[src/include/strc_regs.svh]
// What this block does
// Receive interrupt posts nine bit times after start.
// Next start accepted soon after the post.
// Software allows average gap less fifteen percent.
// Read within gap gives normal reception, code 4.
// Unread data forces overrun, keeps data, code 2.
// Read still needed after code 2.
// Normal plus overrun pending presents code 6.
// Reset clears all; shift register and synchronised receive pins become ones.
// No parity or framing checks performed.
// Input select low bits pick receive source.
// Input select top bit inverts mark polarity, except in loop mode.
// No straps means contact sense, closed mark.
// Rate strap code selects bit rate.
// No rate straps means 110 bits per second.
// Eight straps form the device address.
// Load straps enable program load boot.
// Transmit data drives all outputs together.
// Start while data unread begins overrun.
// Exception before device end; device end stays.
// One or two stop bits both accepted.
// Divided clock, start edge, mid-bit sampling.
`ifndef STRC_REGS_SVH
`define STRC_REGS_SVH

`define STRC_CLK_HZ 125000000
`define STRC_OVERSAMPLE 16
`define STRC_MID_TICK 4'h7
`define STRC_LAST_TICK 4'hF
`define STRC_HALF_TICKS 4'h8
`define STRC_RX_OP_BITS 9
`define STRC_RX_GAP_BITS 2
`define STRC_TX_FRAME_BITS 4'hB
`define STRC_TX_DONE_BITS 4'h9

`define STRC_ADDR_RXDATA 12'h000
`define STRC_ADDR_STATUS 12'h004
`define STRC_ADDR_INTACC 12'h008
`define STRC_ADDR_STRAPS 12'h00C
`define STRC_ADDR_TXDATA 12'h010

`define STRC_ST_ATTN 0
`define STRC_ST_EXC 1
`define STRC_ST_DEVEND 2
`define STRC_ST_RXBUSY 3
`define STRC_ST_OVERRUN 4
`define STRC_ST_LOADED 5
`define STRC_ST_READ 6
`define STRC_ST_TXBUSY 7

`define STRC_SP_SEL_LSB 0
`define STRC_SP_RATE_LSB 4
`define STRC_SP_ADDR_LSB 8
`define STRC_SP_LOAD_LSB 16

`define STRC_CC_NONE 3'h0
`define STRC_CC_EXC 3'h2
`define STRC_CC_DEVEND 3'h3
`define STRC_CC_ATTN 3'h4
`define STRC_CC_ATTN_EXC 3'h6
`define STRC_CC_ATTN_DEVEND 3'h7

`define STRC_RX_SHIFT_RST 8'hFF
`define STRC_RXDATA_RST 8'h00
`define STRC_SYNC_RST 20'h00007

`define STRC_SRC_CONTACT 2'h0
`define STRC_SRC_TTL 2'h1
`define STRC_SRC_EIA 2'h2
`define STRC_SRC_LOOP 2'h3

`endif

[src/include/strc_pkg.sv]
package strc_pkg;
   typedef logic [3:0] strc_rate_t;
   typedef logic [2:0] strc_cc_t;
   typedef logic [7:0] strc_byte_t;
   typedef enum logic [1:0] {
      RX_IDLE,
      RX_START,
      RX_DATA,
      RX_STOP
   } strc_rx_state_t;
endpackage

[src/strc_bit_timer.sv]
`timescale 1ns/10ps
`include "strc_regs.svh"
module strc_bit_timer #(
   parameter int unsigned CLK_HZ = `STRC_CLK_HZ
) (
   input wire logic clock_i,
   input wire logic rst_n_i,
   input wire strc_pkg::strc_rate_t rate_code_i,
   output logic tick_o
);
   import strc_pkg::*;

   // Cycles per oversample tick for each rate code; reserved codes run at 110.
   function automatic int unsigned ticks_for(input strc_rate_t code);
      int unsigned bits_per_second;
      bits_per_second = 110;
      case (code)
         4'h4: bits_per_second = 50;
         4'h5: bits_per_second = 100;
         4'h6: bits_per_second = 200;
         4'h8: bits_per_second = 75;
         4'h9: bits_per_second = 150;
         4'hA: bits_per_second = 300;
         4'hB: bits_per_second = 600;
         4'hC: bits_per_second = 1200;
         4'hD: bits_per_second = 2400;
         4'hE: bits_per_second = 4800;
         4'hF: bits_per_second = 9600;
         default: bits_per_second = 110;
      endcase
      ticks_for = CLK_HZ / (bits_per_second * `STRC_OVERSAMPLE);
      if (ticks_for == 0) begin
         ticks_for = 1;
      end
   endfunction

   logic [23:0] cnt_q;
   wire [23:0] limit = 24'(ticks_for(rate_code_i) - 1);
   // rate divider
   wire wrap = (cnt_q >= limit);

   always_ff @(posedge clock_i or negedge rst_n_i) begin
      if (!rst_n_i) begin
         cnt_q <= 24'h000000;
         tick_o <= 1'b0;
      end else begin
         cnt_q <= wrap ? 24'h000000 : cnt_q + 24'h000001;
         tick_o <= wrap;
      end
   end
endmodule

[src/strc_rx_deser.sv]
`timescale 1ns/10ps
`include "strc_regs.svh"
module strc_rx_deser (
   input wire logic clock_i,
   input wire logic rst_n_i,
   input wire logic tick_i,
   input wire logic mark_i,
   output logic start_o,
   output logic done_o,
   output logic busy_o,
   output strc_pkg::strc_byte_t data_o
);
   import strc_pkg::*;

   strc_rx_state_t state_q;
   logic [3:0] tick_cnt_q;
   logic [2:0] bit_cnt_q;
   strc_byte_t shift_q;

   wire tick_end = tick_i && (tick_cnt_q == `STRC_LAST_TICK);
   wire start_mid = tick_i && (tick_cnt_q == `STRC_MID_TICK);
   wire stop_post = tick_i && (tick_cnt_q == `STRC_MID_TICK);

   assign busy_o = (state_q != RX_IDLE);
   assign data_o = shift_q;

   always_ff @(posedge clock_i or negedge rst_n_i) begin
      if (!rst_n_i) begin
         state_q <= RX_IDLE;
         tick_cnt_q <= 4'h0;
         bit_cnt_q <= 3'h0;
         // shift register to ones
         shift_q <= `STRC_RX_SHIFT_RST;
         start_o <= 1'b0;
         done_o <= 1'b0;
      end else begin
         start_o <= 1'b0;
         done_o <= 1'b0;
         if (tick_i) begin
            tick_cnt_q <= tick_cnt_q + 4'h1;
         end
         case (state_q)
            RX_IDLE: begin
               // start edge detect
               if (!mark_i) begin
                  state_q <= RX_START;
                  tick_cnt_q <= 4'h0;
                  start_o <= 1'b1;
               end
            end
            RX_START: begin
               // no start validation
               if (start_mid) begin
                  state_q <= RX_DATA;
                  tick_cnt_q <= 4'h0;
                  bit_cnt_q <= 3'h0;
               end
            end
            RX_DATA: begin
               // mid-bit sampling
               if (tick_end) begin
                  shift_q <= {mark_i, shift_q[7:1]};
                  bit_cnt_q <= bit_cnt_q + 3'h1;
                  if (bit_cnt_q == 3'h7) begin
                     state_q <= RX_STOP;
                     tick_cnt_q <= 4'h0;
                  end
               end
            end
            RX_STOP: begin
               // post at nine bit times
               if (stop_post) begin
                  done_o <= 1'b1;
               end
               // rehunt from stop midpoint
               if (tick_i && tick_cnt_q == `STRC_LAST_TICK) begin
                  state_q <= RX_IDLE;
               end
            end
            default: begin
               state_q <= RX_IDLE;
            end
         endcase
      end
   end
endmodule

[src/strc_adapter.sv]
`timescale 1ns/10ps
`include "strc_regs.svh"
module strc_adapter #(
   parameter int unsigned CLK_HZ = `STRC_CLK_HZ
) (
   input wire logic clock_i,
   input wire logic rst_n_i,
   input wire logic psel_i,
   input wire logic penable_i,
   input wire logic pwrite_i,
   input wire logic [11:0] paddr_i,
   input wire logic [31:0] pwdata_i,
   output logic [31:0] prdata_o,
   output logic pready_o,
   output logic pslverr_o,
   input wire logic rx_contact_i,
   input wire logic rx_ttl_i,
   input wire logic rx_eia_i,
   input wire logic [2:0] strap_input_sel_i,
   input wire strc_pkg::strc_rate_t strap_rate_i,
   input wire logic [7:0] strap_addr_i,
   input wire logic [1:0] strap_load_i,
   output logic tx_current_o,
   output logic tx_sss_o,
   output logic tx_eia_o,
   output logic [7:0] device_address_o,
   output logic program_load_boot_en_o,
   output logic interrupt_request_o,
   output strc_pkg::strc_cc_t interrupt_condition_code_o
);
   import strc_pkg::*;

   // ----------------------------------------------------------------
   // Pin synchronisers
   // ----------------------------------------------------------------
   localparam int PIN_W = 20;
   wire [PIN_W-1:0] pins = {strap_load_i, strap_addr_i, strap_rate_i, strap_input_sel_i,
                            rx_eia_i, rx_ttl_i, rx_contact_i};
   logic [PIN_W-1:0] sync1_q;
   logic [PIN_W-1:0] sync2_q;

   // Receive pins leave reset at mark, so no false start follows it.
   always_ff @(posedge clock_i or negedge rst_n_i) begin
      if (!rst_n_i) begin
         sync1_q <= `STRC_SYNC_RST;
         sync2_q <= `STRC_SYNC_RST;
      end else begin
         sync1_q <= pins;
         sync2_q <= sync1_q;
      end
   end

   wire [2:0] raw_rx = sync2_q[2:0];
   wire [2:0] sel = sync2_q[5:3];
   wire [3:0] rate = sync2_q[9:6];
   wire [7:0] addr = sync2_q[17:10];
   wire [1:0] load = sync2_q[19:18];

   // ----------------------------------------------------------------
   // Receive source selection
   // ----------------------------------------------------------------
   logic tx_line_q;
   // source select
   wire src_contact = (sel[1:0] == `STRC_SRC_CONTACT);
   wire src_ttl = (sel[1:0] == `STRC_SRC_TTL);
   wire src_eia = (sel[1:0] == `STRC_SRC_EIA);
   wire raw_sel = src_contact ? raw_rx[0] : src_ttl ? raw_rx[1] : src_eia ? raw_rx[2] : 1'b0;
   // Loop mode takes the transmit line as is, whatever the polarity.
   // polarity invert
   // zero code is closed contact mark
   wire rx_mark = (sel[1:0] == `STRC_SRC_LOOP) ? tx_line_q : (raw_sel ^ sel[2]);

   // ----------------------------------------------------------------
   // Timing and deserialiser
   // ----------------------------------------------------------------
   logic tick;
   logic rx_start;
   logic rx_done;
   logic rx_busy;
   strc_byte_t rx_shift;

   // default rate
   strc_bit_timer #(.CLK_HZ(CLK_HZ)) u_timer (
      .clock_i(clock_i),
      .rst_n_i(rst_n_i),
      .rate_code_i(rate),
      .tick_o(tick)
   );

   strc_rx_deser u_deser (
      .clock_i(clock_i),
      .rst_n_i(rst_n_i),
      .tick_i(tick),
      .mark_i(rx_mark),
      .start_o(rx_start),
      .done_o(rx_done),
      .busy_o(rx_busy),
      .data_o(rx_shift)
   );

   // ----------------------------------------------------------------
   // Register bus decode
   // ----------------------------------------------------------------
   wire setup = psel_i && !penable_i;
   wire access = psel_i && penable_i;
   wire hit_rx = (paddr_i == `STRC_ADDR_RXDATA);
   wire hit_st = (paddr_i == `STRC_ADDR_STATUS);
   wire hit_acc = (paddr_i == `STRC_ADDR_INTACC);
   wire hit_sp = (paddr_i == `STRC_ADDR_STRAPS);
   wire hit_tx = (paddr_i == `STRC_ADDR_TXDATA);
   wire mapped = hit_rx | hit_st | hit_acc | hit_sp | hit_tx;
   wire rd_rx_now = access && !pwrite_i && hit_rx;
   wire rd_acc_now = access && !pwrite_i && hit_acc;
   wire wr_tx_now = access && pwrite_i && hit_tx;

   // Every register answers at once, so no wait state is inserted.
   assign pready_o = 1'b1;

   // ----------------------------------------------------------------
   // Receive operation state
   // ----------------------------------------------------------------
   logic attn_q;
   logic exc_q;
   logic devend_q;
   logic overrun_q;
   logic loaded_q;
   logic read_q;
   strc_byte_t rxdata_q;
   logic [2:0] acc_clr_q;
   logic tx_devend;
   logic tx_busy_q;

   // Presentation code; exception outranks device end.
   function automatic strc_cc_t present_code(input logic attn, input logic exc,
                                             input logic devend);
      present_code = `STRC_CC_NONE;
      if (exc) begin
         present_code = attn ? `STRC_CC_ATTN_EXC : `STRC_CC_EXC;
      end else if (attn) begin
         present_code = devend ? `STRC_CC_ATTN_DEVEND : `STRC_CC_ATTN;
      end else if (devend) begin
         present_code = `STRC_CC_DEVEND;
      end
   endfunction

   // Flags that an accept clears: bit 0 attention, 1 exception, 2 device end.
   function automatic logic [2:0] accept_mask(input logic attn, input logic exc,
                                              input logic devend);
      accept_mask = exc ? {1'b0, 1'b1, attn} : {devend, 1'b0, attn};
   endfunction

   // exception precedes device end
   // combined code
   wire strc_cc_t cc_now = present_code(attn_q, exc_q, devend_q);
   // device end kept on exception
   wire [2:0] clr_now = accept_mask(attn_q, exc_q, devend_q);
   wire [2:0] clr = rd_acc_now ? acc_clr_q : 3'h0;
   // The overrun choice is made at the start edge; a read then counts.
   // overrun when loaded data unread
   wire overrun_start = loaded_q && !(read_q || rd_rx_now);
   wire normal_done = rx_done && !overrun_q;
   // overrun completion
   wire exc_set = rx_done && overrun_q;

   always_ff @(posedge clock_i or negedge rst_n_i) begin
      if (!rst_n_i) begin
         attn_q <= 1'b0;
         exc_q <= 1'b0;
         devend_q <= 1'b0;
         overrun_q <= 1'b0;
         loaded_q <= 1'b0;
         read_q <= 1'b0;
         rxdata_q <= `STRC_RXDATA_RST;
      end else begin
         // normal completion posts attention
         attn_q <= normal_done | (attn_q & ~clr[0]);
         exc_q <= exc_set | (exc_q & ~clr[1]);
         devend_q <= tx_devend | (devend_q & ~clr[2]);
         // any start after the stop midpoint is taken
         // outcome depends only on loaded and read state
         if (rx_start) begin
            overrun_q <= overrun_start;
         end
         // A load in the cycle of a read wins, so the new character counts unread.
         // old data kept on overrun
         if (normal_done) begin
            rxdata_q <= rx_shift;
            loaded_q <= 1'b1;
            read_q <= 1'b0;
         end else if (rd_rx_now) begin
            read_q <= 1'b1;
         end
      end
   end

   // ----------------------------------------------------------------
   // Transmit serialiser
   // ----------------------------------------------------------------
   logic [10:0] tx_shift_q;
   logic [3:0] tx_tick_q;
   logic [3:0] tx_bits_q;
   wire tx_bit_end = tick && (tx_tick_q == `STRC_LAST_TICK);

   // Two stop bits go out; device end is posted after nine bits.
   assign tx_devend = tx_busy_q && tx_bit_end && (tx_bits_q == (`STRC_TX_DONE_BITS - 4'h1));

   always_ff @(posedge clock_i or negedge rst_n_i) begin
      if (!rst_n_i) begin
         tx_busy_q <= 1'b0;
         tx_shift_q <= 11'h000;
         tx_tick_q <= 4'h0;
         tx_bits_q <= 4'h0;
         tx_line_q <= 1'b0;
      end else begin
         if (!tx_busy_q) begin
            tx_line_q <= 1'b1;
            if (wr_tx_now) begin
               tx_busy_q <= 1'b1;
               tx_shift_q <= {2'b11, pwdata_i[7:0], 1'b0};
               tx_tick_q <= 4'h0;
               tx_bits_q <= 4'h0;
            end
         end else begin
            tx_line_q <= tx_shift_q[0];
            if (tick) begin
               tx_tick_q <= tx_tick_q + 4'h1;
            end
            if (tx_bit_end) begin
               tx_shift_q <= {1'b1, tx_shift_q[10:1]};
               tx_bits_q <= tx_bits_q + 4'h1;
               if (tx_bits_q == (`STRC_TX_FRAME_BITS - 4'h1)) begin
                  tx_busy_q <= 1'b0;
               end
            end
         end
      end
   end

   // all outputs in parallel
   assign tx_current_o = tx_line_q;
   assign tx_sss_o = tx_line_q;
   assign tx_eia_o = tx_line_q;

   // ----------------------------------------------------------------
   // Read data and straps
   // ----------------------------------------------------------------
   logic [31:0] status_w;
   logic [31:0] straps_w;
   logic [31:0] rd_mux;

   always_comb begin
      status_w = 32'h00000000;
      status_w[`STRC_ST_ATTN] = attn_q;
      status_w[`STRC_ST_EXC] = exc_q;
      status_w[`STRC_ST_DEVEND] = devend_q;
      status_w[`STRC_ST_RXBUSY] = rx_busy;
      // The overrun bit shows only while the overrun frame still runs.
      status_w[`STRC_ST_OVERRUN] = overrun_q && rx_busy;
      status_w[`STRC_ST_LOADED] = loaded_q;
      status_w[`STRC_ST_READ] = read_q;
      status_w[`STRC_ST_TXBUSY] = tx_busy_q;
      straps_w = 32'h00000000;
      straps_w[`STRC_SP_SEL_LSB +: 3] = sel;
      straps_w[`STRC_SP_RATE_LSB +: 4] = rate;
      straps_w[`STRC_SP_ADDR_LSB +: 8] = addr;
      straps_w[`STRC_SP_LOAD_LSB +: 2] = load;
      rd_mux = 32'h00000000;
      if (hit_rx) begin
         rd_mux = {24'h000000, rxdata_q};
      end else if (hit_st) begin
         rd_mux = status_w;
      end else if (hit_acc) begin
         rd_mux = {29'h00000000, cc_now};
      end else if (hit_sp) begin
         rd_mux = straps_w;
      end
   end

   always_ff @(posedge clock_i or negedge rst_n_i) begin
      if (!rst_n_i) begin
         prdata_o <= 32'h00000000;
         pslverr_o <= 1'b0;
         acc_clr_q <= 3'h0;
         device_address_o <= 8'h00;
         program_load_boot_en_o <= 1'b0;
         interrupt_request_o <= 1'b0;
         interrupt_condition_code_o <= `STRC_CC_NONE;
      end else begin
         // Read data is caught at the setup edge and stands through the access.
         if (setup) begin
            prdata_o <= pwrite_i ? 32'h00000000 : rd_mux;
            pslverr_o <= !mapped;
            acc_clr_q <= clr_now;
         end
         // device address
         device_address_o <= addr;
         // load enable
         program_load_boot_en_o <= |load;
         interrupt_request_o <= attn_q | exc_q | devend_q;
         interrupt_condition_code_o <= cc_now;
      end
   end
endmodule

[config.mk]
export PLATFORM = sky130hd
export DESIGN_NAME = strc_adapter
export DESIGN_NICKNAME = d
export VERILOG_FILES = /design/src/include/strc_pkg.sv /design/src/strc_bit_timer.sv /design/src/strc_rx_deser.sv /design/src/strc_adapter.sv
export VERILOG_INCLUDE_DIRS = /design/src /design/src/include
export SDC_FILE = /design/constraint.sdc
export NUM_CORES = 1
export LEC_CHECK = 0
export BUFFER_PORTS_ARGS = -buffer_cell sky130_fd_sc_hd__buf_2
export CAP_MARGIN = 25
export CORE_UTILIZATION = 40
export DETAILED_ROUTE_END_ITERATION = 16
export PLACE_DENSITY = 0.67
export SYNTH_ARGS = -nofsm -noshare
export SYNTH_HDL_FRONTEND = slang
export SYNTH_SLANG_ARGS = --single-unit
[constraint.sdc]
create_clock -name clock_i -period 106.1 [get_ports clock_i]
set_input_delay 10.61 -clock clock_i [delete_from_list [all_inputs] [get_ports clock_i]]
set_output_delay 10.61 -clock clock_i [all_outputs]
set_load 0.05 [all_outputs]
==> metrics.log <==
INFO  metric drv.max_cap_violation_count = 0
INFO  metric antenna_violations_before_repair = 0
INFO  metric timing_worst_setup_path_type = reg -> reg
INFO  metric rows = 93
INFO  metric final_nets = 3840
INFO  metric clk_pin_slew_worst_paths = 0.07 ns
INFO  metric synth.cell_area = about 26000 um^2
INFO  metric clkLatencyLatePin = between 0.4 and 0.5 ns
INFO  metric die_width = approximately 260 um
INFO  metric final_hold_viol_count = 0
INFO  metric worstReg2RegStart = sync2_q[7]$_DFF_PN0_
INFO  metric clk_root_buffer_cell = sky130_fd_sc_hd__clkbuf_16
INFO  metric numPlacedInstances = 4295
INFO  metric numPortBuffers = 79
INFO  metric synth_top_area_cell = sky130_fd_sc_hd__ha_1
INFO  metric clock_buffer_count_from_cts = 17
INFO  metric cts-root-to-sink-buffers = 2
INFO  metric synthCells = between 3000 and 4000
INFO  metric grt_pass1_wl = 124 mm
INFO  metric timing.critical_path.from_type = register
INFO  metric n_fill_cell = 6595
INFO  metric viasPerCell = 5.95
INFO  metric setup.worst_path.start = sync2_q[7]$_DFF_PN0_
INFO  metric start_util = 40.5%
INFO  metric gp_congestion = 0.941
INFO  metric slew_headroom = about a quarter
INFO  metric cts_hold_fix_bufs = 0
INFO  metric drt_pass1_iterations = 6
INFO  metric slowest_stage = sky130_fd_sc_hd__a2111oi_2
INFO  metric routed_wl = 76.7 mm
INFO  metric asyncSetResetFlopFracSynth = 100%
INFO  metric area_delta_synth_final = 6.91%
INFO  metric final.setup_skew = 0.0156 ns
INFO  metric largest_cells_by_area_after_synthesis = sky130_fd_sc_hd__ha_1 (15%), sky130_fd_sc_hd__dfrtp_1 (13%), sky130_fd_sc_hd__a21oi_1 (5.5%)
INFO  metric hp-start = sync1_q[3]$_DFF_PN0_
INFO  metric wl_per_cell = 17.7 um
INFO  metric ys_dominant_reg_cell = sky130_fd_sc_hd__dfrtp_1
INFO  metric postCtsSetupBuffers = 0
INFO  metric die_area = ~66000 um^2
INFO  metric tns_setup = 0 ns
INFO  metric synth_top_area_share = 14.6%
INFO  metric cts_tree = yes
INFO  metric global_route.overflow_total = 0
INFO  metric timing.critical_path.to_type = register
INFO  metric crit_top_cell = sky130_fd_sc_hd__a21oi_1
INFO  metric total_area_of_multi_input_combinational_cells = 21300 um^2
INFO  metric worst_hold_path_type = reg -> reg
INFO  metric setup_repair_after_global_routing_missed_its_margin = no
INFO  metric status = finished, final reports clean
INFO  metric final.hold.worst_slack = roughly 0.35 ns
INFO  metric cp_data_required_time = 106.44 ns
INFO  metric number_of_antenna_diodes = 0
INFO  metric post-synth-top-count-cell = sky130_fd_sc_hd__nor2_1
INFO  metric finalSetupViolations = 0
INFO  metric globalRouteTotalUtil = 22.5%
INFO  metric yosysUniqueCellTypes = 136
INFO  metric core_region_area = 64600 um^2
INFO  metric synth_enable_flop_cells = 0
INFO  metric route.antenna.remaining_nets = 0
INFO  metric timing_worst_slew_pin_value = 1.10 ns
INFO  metric number_of_h_tree_levels = 4
INFO  metric final-seq-area = 3870 um^2
INFO  metric grt_start_max_net_pins = slightly below 80
INFO  metric slowest_delay = approximately 0.9 ns
INFO  metric fmaxAchievable = 13.5 MHz
INFO  metric cts.sinks = roughly 150
INFO  metric cts_resized = 0
INFO  metric detailedRoute.firstIterationViolations = 1968
INFO  metric post_synth.cell_area_avg = 7.63 um^2
INFO  metric yosys-top-cells-count = sky130_fd_sc_hd__nor2_1 (358), sky130_fd_sc_hd__ha_1 (306), sky130_fd_sc_hd__nand2_1 (299)
INFO  metric yosys_warning_count = 0
INFO  metric drc_violations_left = 0
INFO  metric report.final.slew_viol_count = 0
INFO  metric period_minus_slack = 73.99 ns
INFO  metric number_of_global_route_vias_before_repair = 23900
INFO  metric crit_arrival = 74.33 ns
INFO  metric ys_seq_elements = approximately 150
INFO  metric path_max_fanout = 28
INFO  metric timing.final.crit_share = 69.7%
INFO  metric total_via_count_in_the_routed_design = between 20000 and 30000
INFO  metric synth.yosys.seq_area_share = 14.8%
INFO  metric die_height = 258 um
INFO  metric post_layout_nonfiller_instances = 4330
INFO  metric final_layout_size_suffix_gt1_share = 10.3%
INFO  metric dpl.hpwl = 58.3 mm
INFO  metric io_pins = about 120
## cell type report
| class | count | share of cell area (%) |
|---|---|---|
| clock buffer | 18 | 1.53 |
| clock inverter | 14 | 0.613 |
| inverter | 110 | 1.48 |
| multi-input combinational | 3062 | 76.2 |
| sequential | 154 | 13.8 |
| tap | 855 | 3.82 |
| timing repair buffer | 117 | 2.47 |
## routing by layer
layer | global-route usage (%) | share of wire, % | vias to the layer above
li1 | - | - | 12800
met1 | 31.2 | 47 | 12100
met2 | 36.8 | 45 | 740
met3 | 2.14 | 5.3 | 124
met4 | 6.56 | 2.9 | 0
met5 | 0 | 0 | -
## critical path: cells and delay by family, from the launching register on
kind	cells	cell delay, ns
buffers and inverters	16	3.99
muxes	5	1.93
and+or+nand+nor	98	20.64
DFF	1	0.74
adders and majority gates	27	8.85
xor gates and xnor gates	1	0.45
AOI/OAI and AO/OA	159	37.11
## kinds of logic after synthesis
logic type	share of synthesized area, %
simple gates	24.2
fa+ha+maj	14.9
buf+inv	4.18
flops	14.8
mux	4.91
compound gates	29.3
other cells	0.0287
xor+xnor	7.73
## layout by cell type (no fill, tap or decap), drive strengths merged, types with 22 or more instances in the layout
master,count
o21a,101
nand3,100
nor3,95
nand2,302
or3,47
nand2b,76
xor2,84
or2,34
a31o,22
a21oi,295
xnor2,147
mux2i,45
a21o,103
nand4,48
nor2b,45
dfrtp,140
buf,116
and2,42
o31ai,46
and3,37
nor2,360
a211oi,27
mux2,70
a31oi,33
o21ai,221
inv,118
o211ai,34
ha,306
## flip-flops by register name, indices dropped and copies added (netlist names), 2 cells and up
| register | count |
|---|---|
| acc_clr_q | 3 |
| device_address_o | 8 |
| interrupt_condition_code_o | 3 |
| prdata_o | 18 |
| rxdata_q | 8 |
| sync1_q | 20 |
| sync2_q | 20 |
| tx_bits_q | 4 |
| tx_shift_q | 11 |
| tx_tick_q | 4 |
| u_deser.bit_cnt_q | 3 |
| u_deser.data_o | 8 |
| u_deser.state_q | 2 |
| u_deser.tick_cnt_q | 4 |
| u_timer.cnt_q | 24 |
## final timing paths
kind                                               end  slack, ns  cells after the start
setup / recovery           u_timer.cnt_q[14]$_DFF_PN0_      32.11                    306
hold / removal                    sync2_q[3]$_DFF_PN0_       0.35                      0
setup reg to reg           u_timer.cnt_q[14]$_DFF_PN0_      32.11                    306
hold reg to reg                   sync2_q[3]$_DFF_PN0_       0.35                      0
max in group asynchronous     prdata_o[10]$_DFFE_PN0P_      94.46                      2
min in group asynchronous   u_timer.cnt_q[0]$_DFF_PN0_      10.20                      1
## per-stage QoR
stage	utilization, %	instance area (um^2)	setup WS [ns]
detailed placement	42.3	27300	33.13
global route	43.3	28000	26.07
CTS	43.3	27900	32.74
floorplan	-	26200	44.67
global placement	42.3	27300	33.31
finish	43.3	28000	32.11
Power is left out: the tool's default activity adds up to more than one toggle a clock period on the data nets, which glitch-free logic cannot reach.
